File: config.mk
export PLATFORM = sky130hd
export DESIGN_NAME = lsq_status_led_sequencer
export DESIGN_NICKNAME = d
export VERILOG_FILES = /design/src/rtl/lsq_pkg.sv /design/src/rtl/lsq_status_led_sequencer.sv
export VERILOG_INCLUDE_DIRS = /design/src /design/src/rtl
export SDC_FILE = /design/constraint.sdc
export NUM_CORES = 1
export LEC_CHECK = 0
export BUFFER_PORTS_ARGS = -buffer_cell sky130_fd_sc_hd__buf_2
export CORE_ASPECT_RATIO = 1.2
export CORE_MARGIN = 2
export CORE_UTILIZATION = 39
export DETAILED_ROUTE_END_ITERATION = 12
export PLACE_DENSITY_LB_ADDON = 0.1
export SETUP_SLACK_MARGIN = 0.4
export SYNTH_ARGS = -nofsm -noshare
export SYNTH_HDL_FRONTEND = slang
export SYNTH_SLANG_ARGS = --single-unit
File: constraint.sdc
create_clock -name mclk_in -period 6.5 [get_ports mclk_in]
set_input_delay 0.325 -clock mclk_in [delete_from_list [all_inputs] [get_ports mclk_in]]
set_output_delay 0.325 -clock mclk_in [all_outputs]
set_load 0.01 [all_outputs]
File: src/rtl/lsq_map.svh
`ifndef LSQ_MAP_SVH
`define LSQ_MAP_SVH

// APB register byte offsets.
`define LSQ_CTRL_OFS        12'h000
`define LSQ_STATUS_OFS      12'h004
`define LSQ_ID_OFS          12'h008

// CTRL field positions and reset value.
`define LSQ_CTRL_RESTART    0
`define LSQ_CTRL_YEL_EN     1
`define LSQ_CTRL_RST        32'h0000_0002

// STATUS field positions.
`define LSQ_ST_CAUSE_LSB    0
`define LSQ_ST_SPECIAL      5
`define LSQ_ST_STARTUP      8
`define LSQ_ST_BOOT         9
`define LSQ_ST_PAT_LSB      16

// Timing: clock period and pattern times.
`define LSQ_CLK_PS          5000
`define LSQ_TICK_PS         1000000000
`define LSQ_FRAME_MS        1000
`define LSQ_HALF_MS         500
`define LSQ_BLINK_MS        100
`define LSQ_BLINK_STEP_MS   200
`define LSQ_FAST_MS         125
`define LSQ_FAST_ON_MS      62
`define LSQ_BOOT_FRAME_MS   1400
`define LSQ_FLASH_MS        50
`define LSQ_FLICKER_MS      20
`define LSQ_CMD_BLINK_MS    40
`define LSQ_STARTUP_PULSES  8

`endif

File: src/rtl/lsq_pkg.sv
package lsq_pkg;

    // Controller state that the indicators render, all on the system clock.
    typedef struct packed {
        logic       usb_connected;  // Bus power and attach seen.
        logic       usb_recognized; // Host recognition message received.
        logic       usb_suspend;    // Bus suspended.
        logic       usb_activity;   // One-cycle pulse per USB transfer.
        logic       err_active;     // Any error condition present.
        logic       drv_energize;   // Enable command sent to the motor driver.
        logic       drv_step;       // One-cycle pulse per step command issued.
        logic       drv_dir_fwd;    // Direction command sent to the driver.
        logic       drv_fault;      // Driver over-current or over-temperature.
        logic       low_vin;        // Motor supply missing or too low.
        logic       cmd_deenergize; // De-energized by explicit command.
        logic       safe_start_only; // Safe start is the only error.
    } lsq_status_t;

    typedef struct packed {
        logic       active;         // Bootloader mode.
        logic       host_ack;       // Host acknowledged the bootloader.
        logic       fw_valid;       // Valid application firmware present.
        logic       usb_cmd;        // One-cycle pulse per USB command.
    } lsq_boot_t;

    // Reset cause flags as presented by the reset controller.
    typedef struct packed {
        logic       brownout;
        logic       watchdog;
        logic       software;
        logic       stack_over;
        logic       stack_under;
    } lsq_cause_t;

    typedef enum logic [3:0] {
        PAT_FWD,
        PAT_REV,
        PAT_ON,
        PAT_ON_OFF2,
        PAT_ON_OFF1,
        PAT_FAULT,
        PAT_LOWVIN,
        PAT_OFF_ON3,
        PAT_OFF_ON2,
        PAT_OFF_ON1,
        PAT_OFF
    } lsq_pat_t;

    typedef enum logic [1:0] {
        ST_CAPTURE,
        ST_STARTUP,
        ST_RUN
    } lsq_state_t;

endpackage : lsq_pkg

File: src/rtl/lsq_status_led_sequencer.sv
// The implementer's own choices: the address map and the APB interface to the registers.
`timescale 1ns/10ps
`include "lsq_map.svh"
// Function
// - Yellow pattern changes only after completing. A restart sets PAT_OFF at once instead.
// - Patterns follow driver commands, not feedback.
// - Classify last reset cause at startup.
// - Special reset: eight yellow pulses, red lit.
// - Startup blink: no commands, inputs, energizing.
// - Last reset cause readable as status.
// - Bootloader acknowledged: green double blink 1.4s.
// - Bootloader: yellow on, quick blink per command.
// - Bootloader: red lit iff no firmware.
// - Green shows USB connect, recognition, traffic, suspend.
// - Red follows the error signal.
// - Forward ramps up, reverse ramps down, 0.5s.
// - De-energized with driver fault: 8 blinks/s.
module lsq_status_led_sequencer #(
    parameter int unsigned MS_CYCLES = `LSQ_TICK_PS / `LSQ_CLK_PS,
    parameter logic [31:0] ID_VALUE  = 32'h0000_5A5A  // Arbitrary identification value.
) (
    input  wire logic                 mclk_in,          // System clock, 200 MHz.
    input  wire logic                 reset_in,         // Asynchronous reset, active high.
    input  wire lsq_pkg::lsq_status_t status_in,        // Controller status.
    input  wire lsq_pkg::lsq_boot_t   boot_in,          // Bootloader status.
    input  wire lsq_pkg::lsq_cause_t  cause_in,         // Reset cause flags.
    input  wire logic                 psel_in,          // APB select.
    input  wire logic                 penable_in,       // APB enable.
    input  wire logic                 pwrite_in,        // APB write.
    input  wire logic [11:0]          paddr_in,         // APB byte address.
    input  wire logic [31:0]          pwdata_in,        // APB write data.
    output logic [31:0]               prdata_out,       // APB read data.
    output logic                      pready_out,       // APB ready.
    output logic                      pslverr_out,      // APB error.
    output logic                      led_green_out,    // USB status LED.
    output logic                      led_red_out,      // Error LED.
    output logic                      led_yellow_out,   // Motor status LED.
    output logic                      cmd_hold_out,     // Command processing held off.
    output logic                      input_hold_out,   // Input sampling held off.
    output logic                      drv_allow_out     // Motor driver may be energized.
);

    localparam logic [17:0] MS_LAST = 18'(MS_CYCLES - 1);

    logic [17:0]         tick_cnt_ff;
    logic                ms_tick_ff;
    logic [10:0]         frame_ms_ff;
    logic [6:0]          fast_ms_ff;
    logic [10:0]         boot_ms_ff;
    logic [7:0]          pwm_ff;
    logic [3:0]          pulse_cnt_ff;
    logic [5:0]          flick_ms_ff;
    logic [5:0]          cmd_ms_ff;
    logic                moving_ff;
    logic                step_seen_ff;
    logic [31:0]         ctrl_ff;
    logic [4:0]          cause_ff;
    lsq_pkg::lsq_state_t state_ff;
    lsq_pkg::lsq_pat_t   pat_ff;
    lsq_pkg::lsq_pat_t   nxt_pat;
    logic                restart;
    logic                frame_end;
    logic                special;
    logic                apb_wr;
    logic                yel_bit;
    logic [7:0]          level;
    logic                fast_on;

    assign apb_wr    = psel_in & penable_in & pwrite_in;
    assign restart   = apb_wr && (paddr_in == `LSQ_CTRL_OFS)
                       && pwdata_in[`LSQ_CTRL_RESTART];
    assign frame_end = ms_tick_ff && (frame_ms_ff == 11'(`LSQ_FRAME_MS - 1));
    assign fast_on   = fast_ms_ff < 7'(`LSQ_FAST_ON_MS);
    assign special   = |cause_ff;

    function automatic logic blink_n(input logic [10:0] ms, input logic [1:0] n);
        logic r;
        r = (ms < 11'(`LSQ_BLINK_MS));
        if (n >= 2'd2 && ms >= 11'(`LSQ_BLINK_STEP_MS)
            && ms < 11'(`LSQ_BLINK_STEP_MS + `LSQ_BLINK_MS)) begin
            r = 1'b1;
        end
        if (n == 2'd3 && ms >= 11'(2 * `LSQ_BLINK_STEP_MS)
            && ms < 11'(2 * `LSQ_BLINK_STEP_MS + `LSQ_BLINK_MS)) begin
            r = 1'b1;
        end
        return r;
    endfunction : blink_n

    // Free-running millisecond tick; restart realigns it.
    always_ff @(posedge mclk_in or posedge reset_in) begin
        if (reset_in) begin
            tick_cnt_ff <= 18'h0;
            ms_tick_ff  <= 1'b0;
        end else if (restart || tick_cnt_ff == MS_LAST) begin
            tick_cnt_ff <= 18'h0;
            ms_tick_ff  <= ~restart;
        end else begin
            tick_cnt_ff <= tick_cnt_ff + 18'h1;
            ms_tick_ff  <= 1'b0;
        end
    end

    // Frame counters in milliseconds.
    always_ff @(posedge mclk_in or posedge reset_in) begin
        if (reset_in) begin
            frame_ms_ff <= 11'h0;
            fast_ms_ff  <= 7'h0;
            boot_ms_ff  <= 11'h0;
        end else if (restart) begin
            frame_ms_ff <= 11'h0;
            fast_ms_ff  <= 7'h0;
            boot_ms_ff  <= 11'h0;
        end else if (ms_tick_ff) begin
            frame_ms_ff <= frame_end ? 11'h0 : frame_ms_ff + 11'h1;
            fast_ms_ff  <= (fast_ms_ff == 7'(`LSQ_FAST_MS - 1)) ? 7'h0 : fast_ms_ff + 7'h1;
            boot_ms_ff  <= (boot_ms_ff == 11'(`LSQ_BOOT_FRAME_MS - 1)) ? 11'h0
                           : boot_ms_ff + 11'h1;
        end
    end

    always_ff @(posedge mclk_in or posedge reset_in) begin
        if (reset_in) begin
            pwm_ff <= 8'h0;
        end else begin
            pwm_ff <= pwm_ff + 8'h1;
        end
    end

    // Reset cause capture and startup sequence.
    always_ff @(posedge mclk_in or posedge reset_in) begin
        if (reset_in) begin
            state_ff     <= lsq_pkg::ST_CAPTURE;
            cause_ff     <= 5'h0;
            pulse_cnt_ff <= 4'h0;
        end else begin
            case (state_ff)
                lsq_pkg::ST_CAPTURE: begin
                    cause_ff     <= cause_in;
                    pulse_cnt_ff <= 4'h0;
                    state_ff     <= (|cause_in) ? lsq_pkg::ST_STARTUP
                                                : lsq_pkg::ST_RUN;
                end
                lsq_pkg::ST_STARTUP: begin
                    if (restart) begin
                        pulse_cnt_ff <= 4'h0;
                    end else if (ms_tick_ff && fast_ms_ff == 7'(`LSQ_FAST_MS - 1)) begin
                        pulse_cnt_ff <= pulse_cnt_ff + 4'h1;
                        if (pulse_cnt_ff == 4'(`LSQ_STARTUP_PULSES - 1)) begin
                            state_ff <= lsq_pkg::ST_RUN;
                        end
                    end
                end
                default: begin
                    state_ff <= lsq_pkg::ST_RUN;
                end
            endcase
        end
    end

    // Motion is inferred from step commands issued within one frame.
    always_ff @(posedge mclk_in or posedge reset_in) begin
        if (reset_in) begin
            step_seen_ff <= 1'b0;
            moving_ff    <= 1'b0;
        end else if (frame_end || restart) begin
            step_seen_ff <= status_in.drv_step;
            moving_ff    <= step_seen_ff | status_in.drv_step;
        end else if (status_in.drv_step) begin
            step_seen_ff <= 1'b1;
            moving_ff    <= 1'b1;
        end
    end

    // Yellow pattern selection from driver commands.
    always_comb begin
        nxt_pat = lsq_pkg::PAT_OFF;
        if (status_in.drv_energize) begin
            if (moving_ff | status_in.drv_step) begin
                nxt_pat = status_in.drv_dir_fwd ? lsq_pkg::PAT_FWD
                                                : lsq_pkg::PAT_REV;
            end else if (status_in.err_active && status_in.safe_start_only) begin
                nxt_pat = lsq_pkg::PAT_ON_OFF1;
            end else if (status_in.err_active) begin
                nxt_pat = lsq_pkg::PAT_ON_OFF2;
            end else begin
                nxt_pat = lsq_pkg::PAT_ON;
            end
        end else if (status_in.drv_fault) begin
            nxt_pat = lsq_pkg::PAT_FAULT;
        end else if (status_in.low_vin) begin
            nxt_pat = lsq_pkg::PAT_LOWVIN;
        end else if (status_in.cmd_deenergize) begin
            nxt_pat = lsq_pkg::PAT_OFF_ON3;
        end else if (status_in.err_active && status_in.safe_start_only) begin
            nxt_pat = lsq_pkg::PAT_OFF_ON1;
        end else if (status_in.err_active) begin
            nxt_pat = lsq_pkg::PAT_OFF_ON2;
        end
    end

    // A new pattern is only latched at the end of a whole frame; a restart loads PAT_OFF at once.
    always_ff @(posedge mclk_in or posedge reset_in) begin
        if (reset_in) begin
            pat_ff <= lsq_pkg::PAT_OFF;
        end else if (restart) begin
            pat_ff <= lsq_pkg::PAT_OFF;
        end else if (frame_end) begin
            pat_ff <= nxt_pat;
        end
    end

    // Retriggerable short-off timers for USB traffic and bootloader commands.
    always_ff @(posedge mclk_in or posedge reset_in) begin
        if (reset_in) begin
            flick_ms_ff <= 6'h0;
            cmd_ms_ff   <= 6'h0;
        end else begin
            if (status_in.usb_activity) begin
                flick_ms_ff <= 6'(`LSQ_FLICKER_MS);
            end else if (ms_tick_ff && flick_ms_ff != 6'h0) begin
                flick_ms_ff <= flick_ms_ff - 6'h1;
            end
            if (boot_in.usb_cmd) begin
                cmd_ms_ff <= 6'(`LSQ_CMD_BLINK_MS);
            end else if (ms_tick_ff && cmd_ms_ff != 6'h0) begin
                cmd_ms_ff <= cmd_ms_ff - 6'h1;
            end
        end
    end

    // Ramp brightness over the first half frame.
    always_comb begin
        level = 8'(frame_ms_ff >> 1);
        if (pat_ff == lsq_pkg::PAT_REV) begin
            level = 8'(`LSQ_HALF_MS / 2) - 8'(frame_ms_ff >> 1);
        end
    end

    always_comb begin
        yel_bit = 1'b0;
        case (pat_ff)
            lsq_pkg::PAT_FWD,
            lsq_pkg::PAT_REV:     yel_bit = (frame_ms_ff >= 11'(`LSQ_HALF_MS))
                                            || (pwm_ff < level);
            lsq_pkg::PAT_ON:      yel_bit = 1'b1;
            lsq_pkg::PAT_ON_OFF2: yel_bit = ~blink_n(frame_ms_ff, 2'd2);
            lsq_pkg::PAT_ON_OFF1: yel_bit = ~blink_n(frame_ms_ff, 2'd1);
            lsq_pkg::PAT_FAULT:   yel_bit = fast_on;
            lsq_pkg::PAT_LOWVIN:  yel_bit = frame_ms_ff < 11'(`LSQ_HALF_MS);
            lsq_pkg::PAT_OFF_ON3: yel_bit = blink_n(frame_ms_ff, 2'd3);
            lsq_pkg::PAT_OFF_ON2: yel_bit = blink_n(frame_ms_ff, 2'd2);
            lsq_pkg::PAT_OFF_ON1: yel_bit = blink_n(frame_ms_ff, 2'd1);
            default:              yel_bit = 1'b0;
        endcase
    end

    // LED drivers and hold-off outputs.
    always_ff @(posedge mclk_in or posedge reset_in) begin
        if (reset_in) begin
            led_green_out  <= 1'b0;
            led_red_out    <= 1'b0;
            led_yellow_out <= 1'b0;
            cmd_hold_out   <= 1'b1;
            input_hold_out <= 1'b1;
            drv_allow_out  <= 1'b0;
        end else if (restart) begin
            led_green_out  <= 1'b0;
            led_red_out    <= 1'b0;
            led_yellow_out <= 1'b0;
        end else if (state_ff != lsq_pkg::ST_RUN) begin
            led_green_out  <= 1'b0;
            led_red_out    <= (state_ff == lsq_pkg::ST_STARTUP);
            led_yellow_out <= (state_ff == lsq_pkg::ST_STARTUP) && fast_on;
            cmd_hold_out   <= 1'b1;
            input_hold_out <= 1'b1;
            drv_allow_out  <= 1'b0;
        end else if (boot_in.active) begin
            led_green_out  <= boot_in.host_ack
                              ? blink_n(boot_ms_ff, 2'd2)
                              : frame_ms_ff < 11'(`LSQ_HALF_MS);
            led_red_out    <= ~boot_in.fw_valid;
            led_yellow_out <= (cmd_ms_ff == 6'h0);
            cmd_hold_out   <= 1'b0;
            input_hold_out <= 1'b0;
            drv_allow_out  <= 1'b0;
        end else begin
            if (status_in.usb_suspend || !status_in.usb_connected) begin
                led_green_out <= 1'b0;
            end else if (!status_in.usb_recognized) begin
                led_green_out <= frame_ms_ff < 11'(`LSQ_HALF_MS);
            end else begin
                led_green_out <= (flick_ms_ff == 6'h0);
            end
            led_red_out    <= status_in.err_active;
            led_yellow_out <= yel_bit & ctrl_ff[`LSQ_CTRL_YEL_EN];
            cmd_hold_out   <= 1'b0;
            input_hold_out <= 1'b0;
            drv_allow_out  <= 1'b1;
        end
    end

    // APB control register; the restart bit is a write-only strobe.
    always_ff @(posedge mclk_in or posedge reset_in) begin
        if (reset_in) begin
            ctrl_ff <= `LSQ_CTRL_RST;
        end else if (apb_wr && paddr_in == `LSQ_CTRL_OFS) begin
            ctrl_ff <= {30'h0, pwdata_in[`LSQ_CTRL_YEL_EN], 1'b0};
        end
    end

    always_comb begin
        prdata_out  = 32'h0;
        pslverr_out = 1'b0;
        pready_out  = 1'b1;
        if (paddr_in == `LSQ_CTRL_OFS) begin
            prdata_out = ctrl_ff;
        end else if (paddr_in == `LSQ_STATUS_OFS) begin
            prdata_out[`LSQ_ST_CAUSE_LSB +: 5] = cause_ff;
            prdata_out[`LSQ_ST_SPECIAL]        = special;
            prdata_out[`LSQ_ST_STARTUP]        = (state_ff != lsq_pkg::ST_RUN);
            prdata_out[`LSQ_ST_BOOT]           = boot_in.active;
            prdata_out[`LSQ_ST_PAT_LSB +: 4]   = pat_ff;
        end else if (paddr_in == `LSQ_ID_OFS) begin
            prdata_out = ID_VALUE;
        end else begin
            pslverr_out = psel_in & penable_in;
        end
    end

endmodule : lsq_status_led_sequencer

### Word-level counts from Yosys, hierarchy flattened

Index checks and enable logic that the tools add are counted.

| word-level totals | value |
|---|---|
| flip-flop bits (word level) | 91 |
| bits of input ports | 70 |
| output and inout port bits | 40 |
| word-level logic and storage cells | 175 |

| operators by class | value |
|---|---|
| add/subtract/negate cells | 9 |
| $lt $le $gt $ge | 11 |
| equality and inequality tests | 22 |
| multiplexer cells | 70 |
| bitwise operators | 9 |
| reduce and logical (&&, ||, !) cells | 34 |

Operator list:

| kind | count |
|---|---|
| 11-bit two-way mux | 6 |
| 4-bit two-way mux | 9 |
| 6-bit two-way mux | 6 |
| 11-bit by 9-bit < comparator with 1-bit output (second input constant) | 3 |
| 32-bit two-way mux | 1 |
| 1-bit two-way mux | 28 |
| 11-bit by 1-bit adder with 11-bit output (second input constant) | 2 |
| 11-bit by 8-bit greater-or-equal comparator with 1-bit output (second input constant) | 2 |
| 11-bit by 9-bit greater-or-equal comparator with 1-bit output (second input constant) | 2 |
| 11-bit by 7-bit < comparator with 1-bit output (second input constant) | 2 |
| 7-bit two-way mux | 3 |
| 4-bit by 3-bit == test with 1-bit output (second input constant) | 5 |
| 18-bit by 1-bit adder with 18-bit output (second input constant) | 1 |
| 18-bit == test (second input constant) | 1 |
| 18-bit two-way mux | 1 |
| 2-bit two-way mux | 8 |
| 15-bit two-way mux | 1 |
| 12-bit by 3-bit == test with 1-bit output (second input constant) | 1 |
| 12-bit by 4-bit == test with 1-bit output (second input constant) | 1 |
| 12-bit zero test | 1 |
| 6-bit zero test | 2 |
| 12-bit two-way mux | 1 |
| 2-bit nonzero test | 6 |
| 6-bit nonzero test | 2 |
| 33 further kinds | 60 |

### Depth between registers and ports, before layout

| logic depth | value |
|---|---|
| depth after elaboration | 10 |
| mapped depth | 12 |
| mapped depth without buffers | 11 |

### Worst setup path after synthesis

No wires, ideal clock.

| timing path | value |
|---|---|
| path kind | reg-to-reg |
| start | reg pat_ff[2] |
| end | reg led_yellow_out |
| library setup time | 0.078 ns |
| arrival | 2.423 ns |
| required time | 6.422 ns |
| slack | 3.999 ns |
| cell stages (with the launch flop) | 12 |
| path buffers | 1 |
| clock period less this slack | 2.501 ns |
| cell sequence | dfrtp_1 > clkbuf_1 > nand2b_1 > nor3_1 > o21ai_0 > xor2_1 > ha_1 > a21o_1 > a211oi_1 > o21a_1 > o221ai_1 > a21oi_1 |

| between the ends | value |
|---|---|
| longest elaborated chain between the ends | 9 |
| elaborated cells between the ends (all ways) | 19 |
| those cells by class | order compare (1); eq/ne (9); mux (5); bitwise (1); reduce/logical (3) |

RTL lines:

| item | line | text |
|---|---|---|
| start: declaration | lsq_status_led_sequencer.sv:59 | `lsq_pkg::lsq_pat_t pat_ff;` |
| start signal: assignment | lsq_status_led_sequencer.sv:205 | `pat_ff <= lsq_pkg::PAT_OFF;` |
| start signal: assignment | lsq_status_led_sequencer.sv:207 | `pat_ff <= lsq_pkg::PAT_OFF;` |
| start signal: assignment | lsq_status_led_sequencer.sv:209 | `pat_ff <= nxt_pat;` |
| 4-bit by 1-bit == test with 1-bit output | lsq_status_led_sequencer.sv:235, lsq_status_led_sequencer.sv:242 |  |
| 8-bit two-way mux | lsq_status_led_sequencer.sv:235 | `if (pat_ff == lsq_pkg::PAT_REV) begin` |
| 8-bit < comparator | lsq_status_led_sequencer.sv:245 | `\|\| (pwm_ff < level);` |
| 1-bit logical OR | lsq_status_led_sequencer.sv:244 | `` lsq_pkg::PAT_REV: yel_bit = (frame_ms_ff >= 11'(`LSQ_HALF_MS)) `` |
| 1-bit one-hot mux with 9 select lines (*) | lsq_status_led_sequencer.sv:242 | `case (pat_ff)` |
| 1-bit AND (*) | lsq_status_led_sequencer.sv:296 | `` led_yellow_out <= yel_bit & ctrl_ff[`LSQ_CTRL_YEL_EN]; `` |
| 1-bit two-way mux (*) | lsq_status_led_sequencer.sv:278 | `end else if (boot_in.active) begin` |
| 1-bit two-way mux (*) | lsq_status_led_sequencer.sv:271 | `end else if (state_ff != lsq_pkg::ST_RUN) begin` |
| 1-bit two-way mux (*) | lsq_status_led_sequencer.sv:267 | `end else if (restart) begin` |
| end signal: assignment | lsq_status_led_sequencer.sv:274 | `led_yellow_out <= (state_ff == lsq_pkg::ST_STARTUP) && fast_on;` |
| end signal: assignment | lsq_status_led_sequencer.sv:283 | `led_yellow_out <= (cmd_ms_ff == 6'h0);` |
| end signal: assignment | lsq_status_led_sequencer.sv:296 |  |
| end: declaration | lsq_status_led_sequencer.sv:37 | `output logic led_yellow_out,` |

Mark *: on every way between the ends. The rest lies on a longest branch, timed or not.
A chain may end at the register's enable or synchronous reset.

### Final worst setup path

Ends and elaborated chain as after synthesis.

==> results.md <==
* First-pass GRT wire length at 21.71 mm
* Status: completed
* Critical path depth in cells at 10
* Worst VDD drop at 0.1627 mV
* Logic pwr share at 8.6%
* Most common cell after layout, fill and taps aside: dfrtp_1
* Crit Path Max Fanout at 9
* Commonest register cell after synthesis: dfrtp_1
* Fin area at 6065 um2
* Area contributors post-synth: dfrtp_1 40%, nor2_1 5.1%, ha_1 4.9%, xor2_1 4.7%, nand2_1 3.9%
* Yosys reg bits at 91
* RSZ-0062 raised after global routing: no
* Post-CTS Setup Bufs at 0
* TritonCTS Sinks at 91
* I/O pin count at 110
* Dpl hpwl at 9.450 mm
* Global router's overall resource usage at 18.22%
* Pleak at 2.700 nW
* Clk_lat worst skew at 0.35 ns
* Post-route ant nets at 0
* # DRC at 0
* PD cells at 213.7 nW/um2
* Max cap viols at 0
* Layout net count at 743
* Unique cell type count in the Yosys netlist at 59
* Core ar. at 13640 um2
* Clock Root Buffer: clkbuf_16
* WS Path Type: reg2reg
* Synth Cell Area at 5396 um2
* Fmax at 343.8 MHz
* Layout cell share with drive strength beyond 1 at 14.92%
* Setup violators final at 0
* Sequential area share after synthesis at 42.29%
* Critical path capture point: led_yellow_out
* Fin crit share at 44.74%
* Initial antenna violation count at 1
* Number of cell rows at 47
* Slew Viols, Final at 0
* Synth Warn # at 0
* P_sw at 0.3231 mW
* R2R depth at 10
* Reg power frac at 50.5%
* Synth-to-Final Area Change at 12.38%
* DIE AREA at 14800 um2
* Cells after Synth at 599
* Routability cong. at 0.8347
* Req. time, crit path at 6.76 ns
* Reg2reg start: pat_ff[2]
* Post-route setup TNS at 0 ns
* Pre-CTS WS at 3.599 ns
* Worst Setup SP: pat_ff[2]
* Headroom to the max-slew limit at 40.08%
* Startpoint types: flop
* Worst setup EP type: flop
* Clk pwr share at 40.9%
* H-Tree Depth at 3
* Fin crit period at 2.908 ns
* Crit path max-delay family: compound AO/OA/AOI/OAI gates
* Mean area per synthesized cell at 9.009 um2
* Most frequent cells in the layout: 87 x dfrtp_1, 74 x nor2_1, 62 x buf_2, 56 x nand2_1, 29 x xor2_1
* DP Area at 5757 um2
* FF-to-FF End: led_yellow_out
* Slowest CP cell: nor3_1
* Buf+Inv Stages, Crit Path at 0
* Total CTS buffers at 9
* Critical path cell sequence: nand2b_1 > nor3_1 > o21ai_0 > xor2_1 > ha_1 > a21o_1 > a211oi_1 > o21a_1 > o221ai_1 > a21oi_1
* Post-synth EDFFs at 0
* Die X at 111.4 um
* Clock Skew at 0.008781 ns
* Post-synth top area share at 40.34%
* R2r setup slk at 3.59 ns
* Post-synth top area cell: dfrtp_1
* FFs w/ async S/R, synth at 100.0%
* Clock-pin slew on the worst setup and hold paths at 0.07 ns
* Starting Density at 39.55%
* Via count of the routed design at 4384
* Largest net degree at the start of global routing at 70
* First-pass DRT Iterations at 4
* Vias in the first global route at 4358
* Vias per cell at 5.288
* Tightest Pin Transition at 0.8988 ns
* Detailed Route WL at 12.93 mm
* CTS resizes at 0
* Internal power at 0.9728 mW
* Port Buffer Count at 62
* Hold Buf Count CTS at 1
* Maximum clock path buffer count at 2
* Die Height at 132.9 um
* Worst Setup Slack, final at 3.592 ns
* Grt ovf at 0
* CP Data Arrival Time at 3.17 ns
* 1st-iter DRT viols at 170
* CTS tree: built
* Sw Share at 24.93%
* Crit path largest cell delay at 0.55 ns
* Hold/Removal Path Class: in2reg
* Average wire per cell in the routed design at 15.59 um
* Hold Fails Final Rpt at 0
power groups by stage:
stage / Sequential [mW] / Combinational (mW) / Clock [mW]
after CTS: 0.654 / 0.114 / 0.548
after detailed placement: 0.663 / 0.114 / 0
final: 0.654 / 0.111 / 0.531
after global placement: 0.661 / 0.110 / 0
after global routing: 0.662 / 0.128 / 0.572
after floorplan: 0.651 / 0.0851 / 0
cells in the mapped netlist, drive strengths merged (18+ instances only):
master,count
dfrtp,87
nor2,74
nand2,56
o21ai,30
buf,29
xor2,29
nand3,27
xnor2,24
inv,22
a21oi,21
ha,21
and3,18
through the flow:
| step | instances | hold slack (ns) | power, mW | utilization (%) |
|---|---|---|---|---|
| 2_1_floorplan | 614 | 0.3913 | 0.7366 | - |
| 3_3_place_gp | 811 | 0.3266 | 0.7715 | 42.20 |
| 3_5_place_dp | 811 | 0.3378 | 0.7767 | 42.20 |
| 4_1_cts | 828 | 0.1778 | 1.315 | 44.43 |
| 5_1_grt | 829 | 0.2071 | 1.362 | 44.45 |
| 6_report | 829 | 0.1883 | 1.296 | 44.45 |
flip-flops by register name, summed over array words and instances, names as in the netlist:
register / cells
cmd_ms_ff: 6
pat_ff: 4
led_red_out: 1
pwm_ff: 8
tick_cnt_ff: 18
led_green_out: 1
led_yellow_out: 1
ms_tick_ff: 1
drv_allow_out: 1
fast_ms_ff: 7
boot_ms_ff: 11
cause_ff: 5
input_hold_out: 1
state_ff: 2
step_seen_ff: 1
pulse_cnt_ff: 4
frame_ms_ff: 11
ctrl_ff: 1
moving_ff: 1
flick_ms_ff: 6
per-layer routing:
layer | up-vias | wire length (um) | GRT usage (%)
met3 | 24 | 402 | 2.932
met4 | 0 | 414 | 8.505
met1 | 2108 | 5918 | 23.54
met5 | - | 0 | 0
met2 | 81 | 6193 | 29.98
li1 | 2171 | - | -
area by class of cell:
| cell class | count | area, um2 |
|---|---|---|
| fill | 1396 | 7579 |
| multi-input combinational | 461 | 2836 |
| sequential | 91 | 2282 |
| timing repair buffer | 67 | 350.3 |
| clock buffer | 12 | 246.5 |
| tap | 171 | 214.0 |
| inverter | 22 | 83.83 |
| clock inverter | 4 | 48.80 |
| antenna | 1 | 2.502 |
worst min path at each step:
stage	startpoint	to	slack, ns	cells past startpoint
floorplan	status_in[8]	flick_ms_ff[5]	0.39	1
global placement	reset_in	led_yellow_out	0.33	2
detailed placement	reset_in	led_red_out	0.34	2
CTS	status_in[5]	step_seen_ff	0.18	2
global route	status_in[5]	step_seen_ff	0.21	2
finish	status_in[5]	step_seen_ff	0.19	2
kinds of logic (layout without fill, tap and decap cells):
family / Yosys count / in the layout / synth area share, %
flops: 91 / 91 / 42.29
xor+xnor: 53 / 53 / 8.602
buf+inv: 62 / 105 / 6.191
simple gates: 262 / 262 / 24.32
mux: 11 / 11 / 2.179
compound gates: 96 / 96 / 11.22
other cells: 2 / 18 / 0.1392
fa+ha+maj: 22 / 22 / 5.054
No activity file was read; power rests on OpenSTA's default activity.
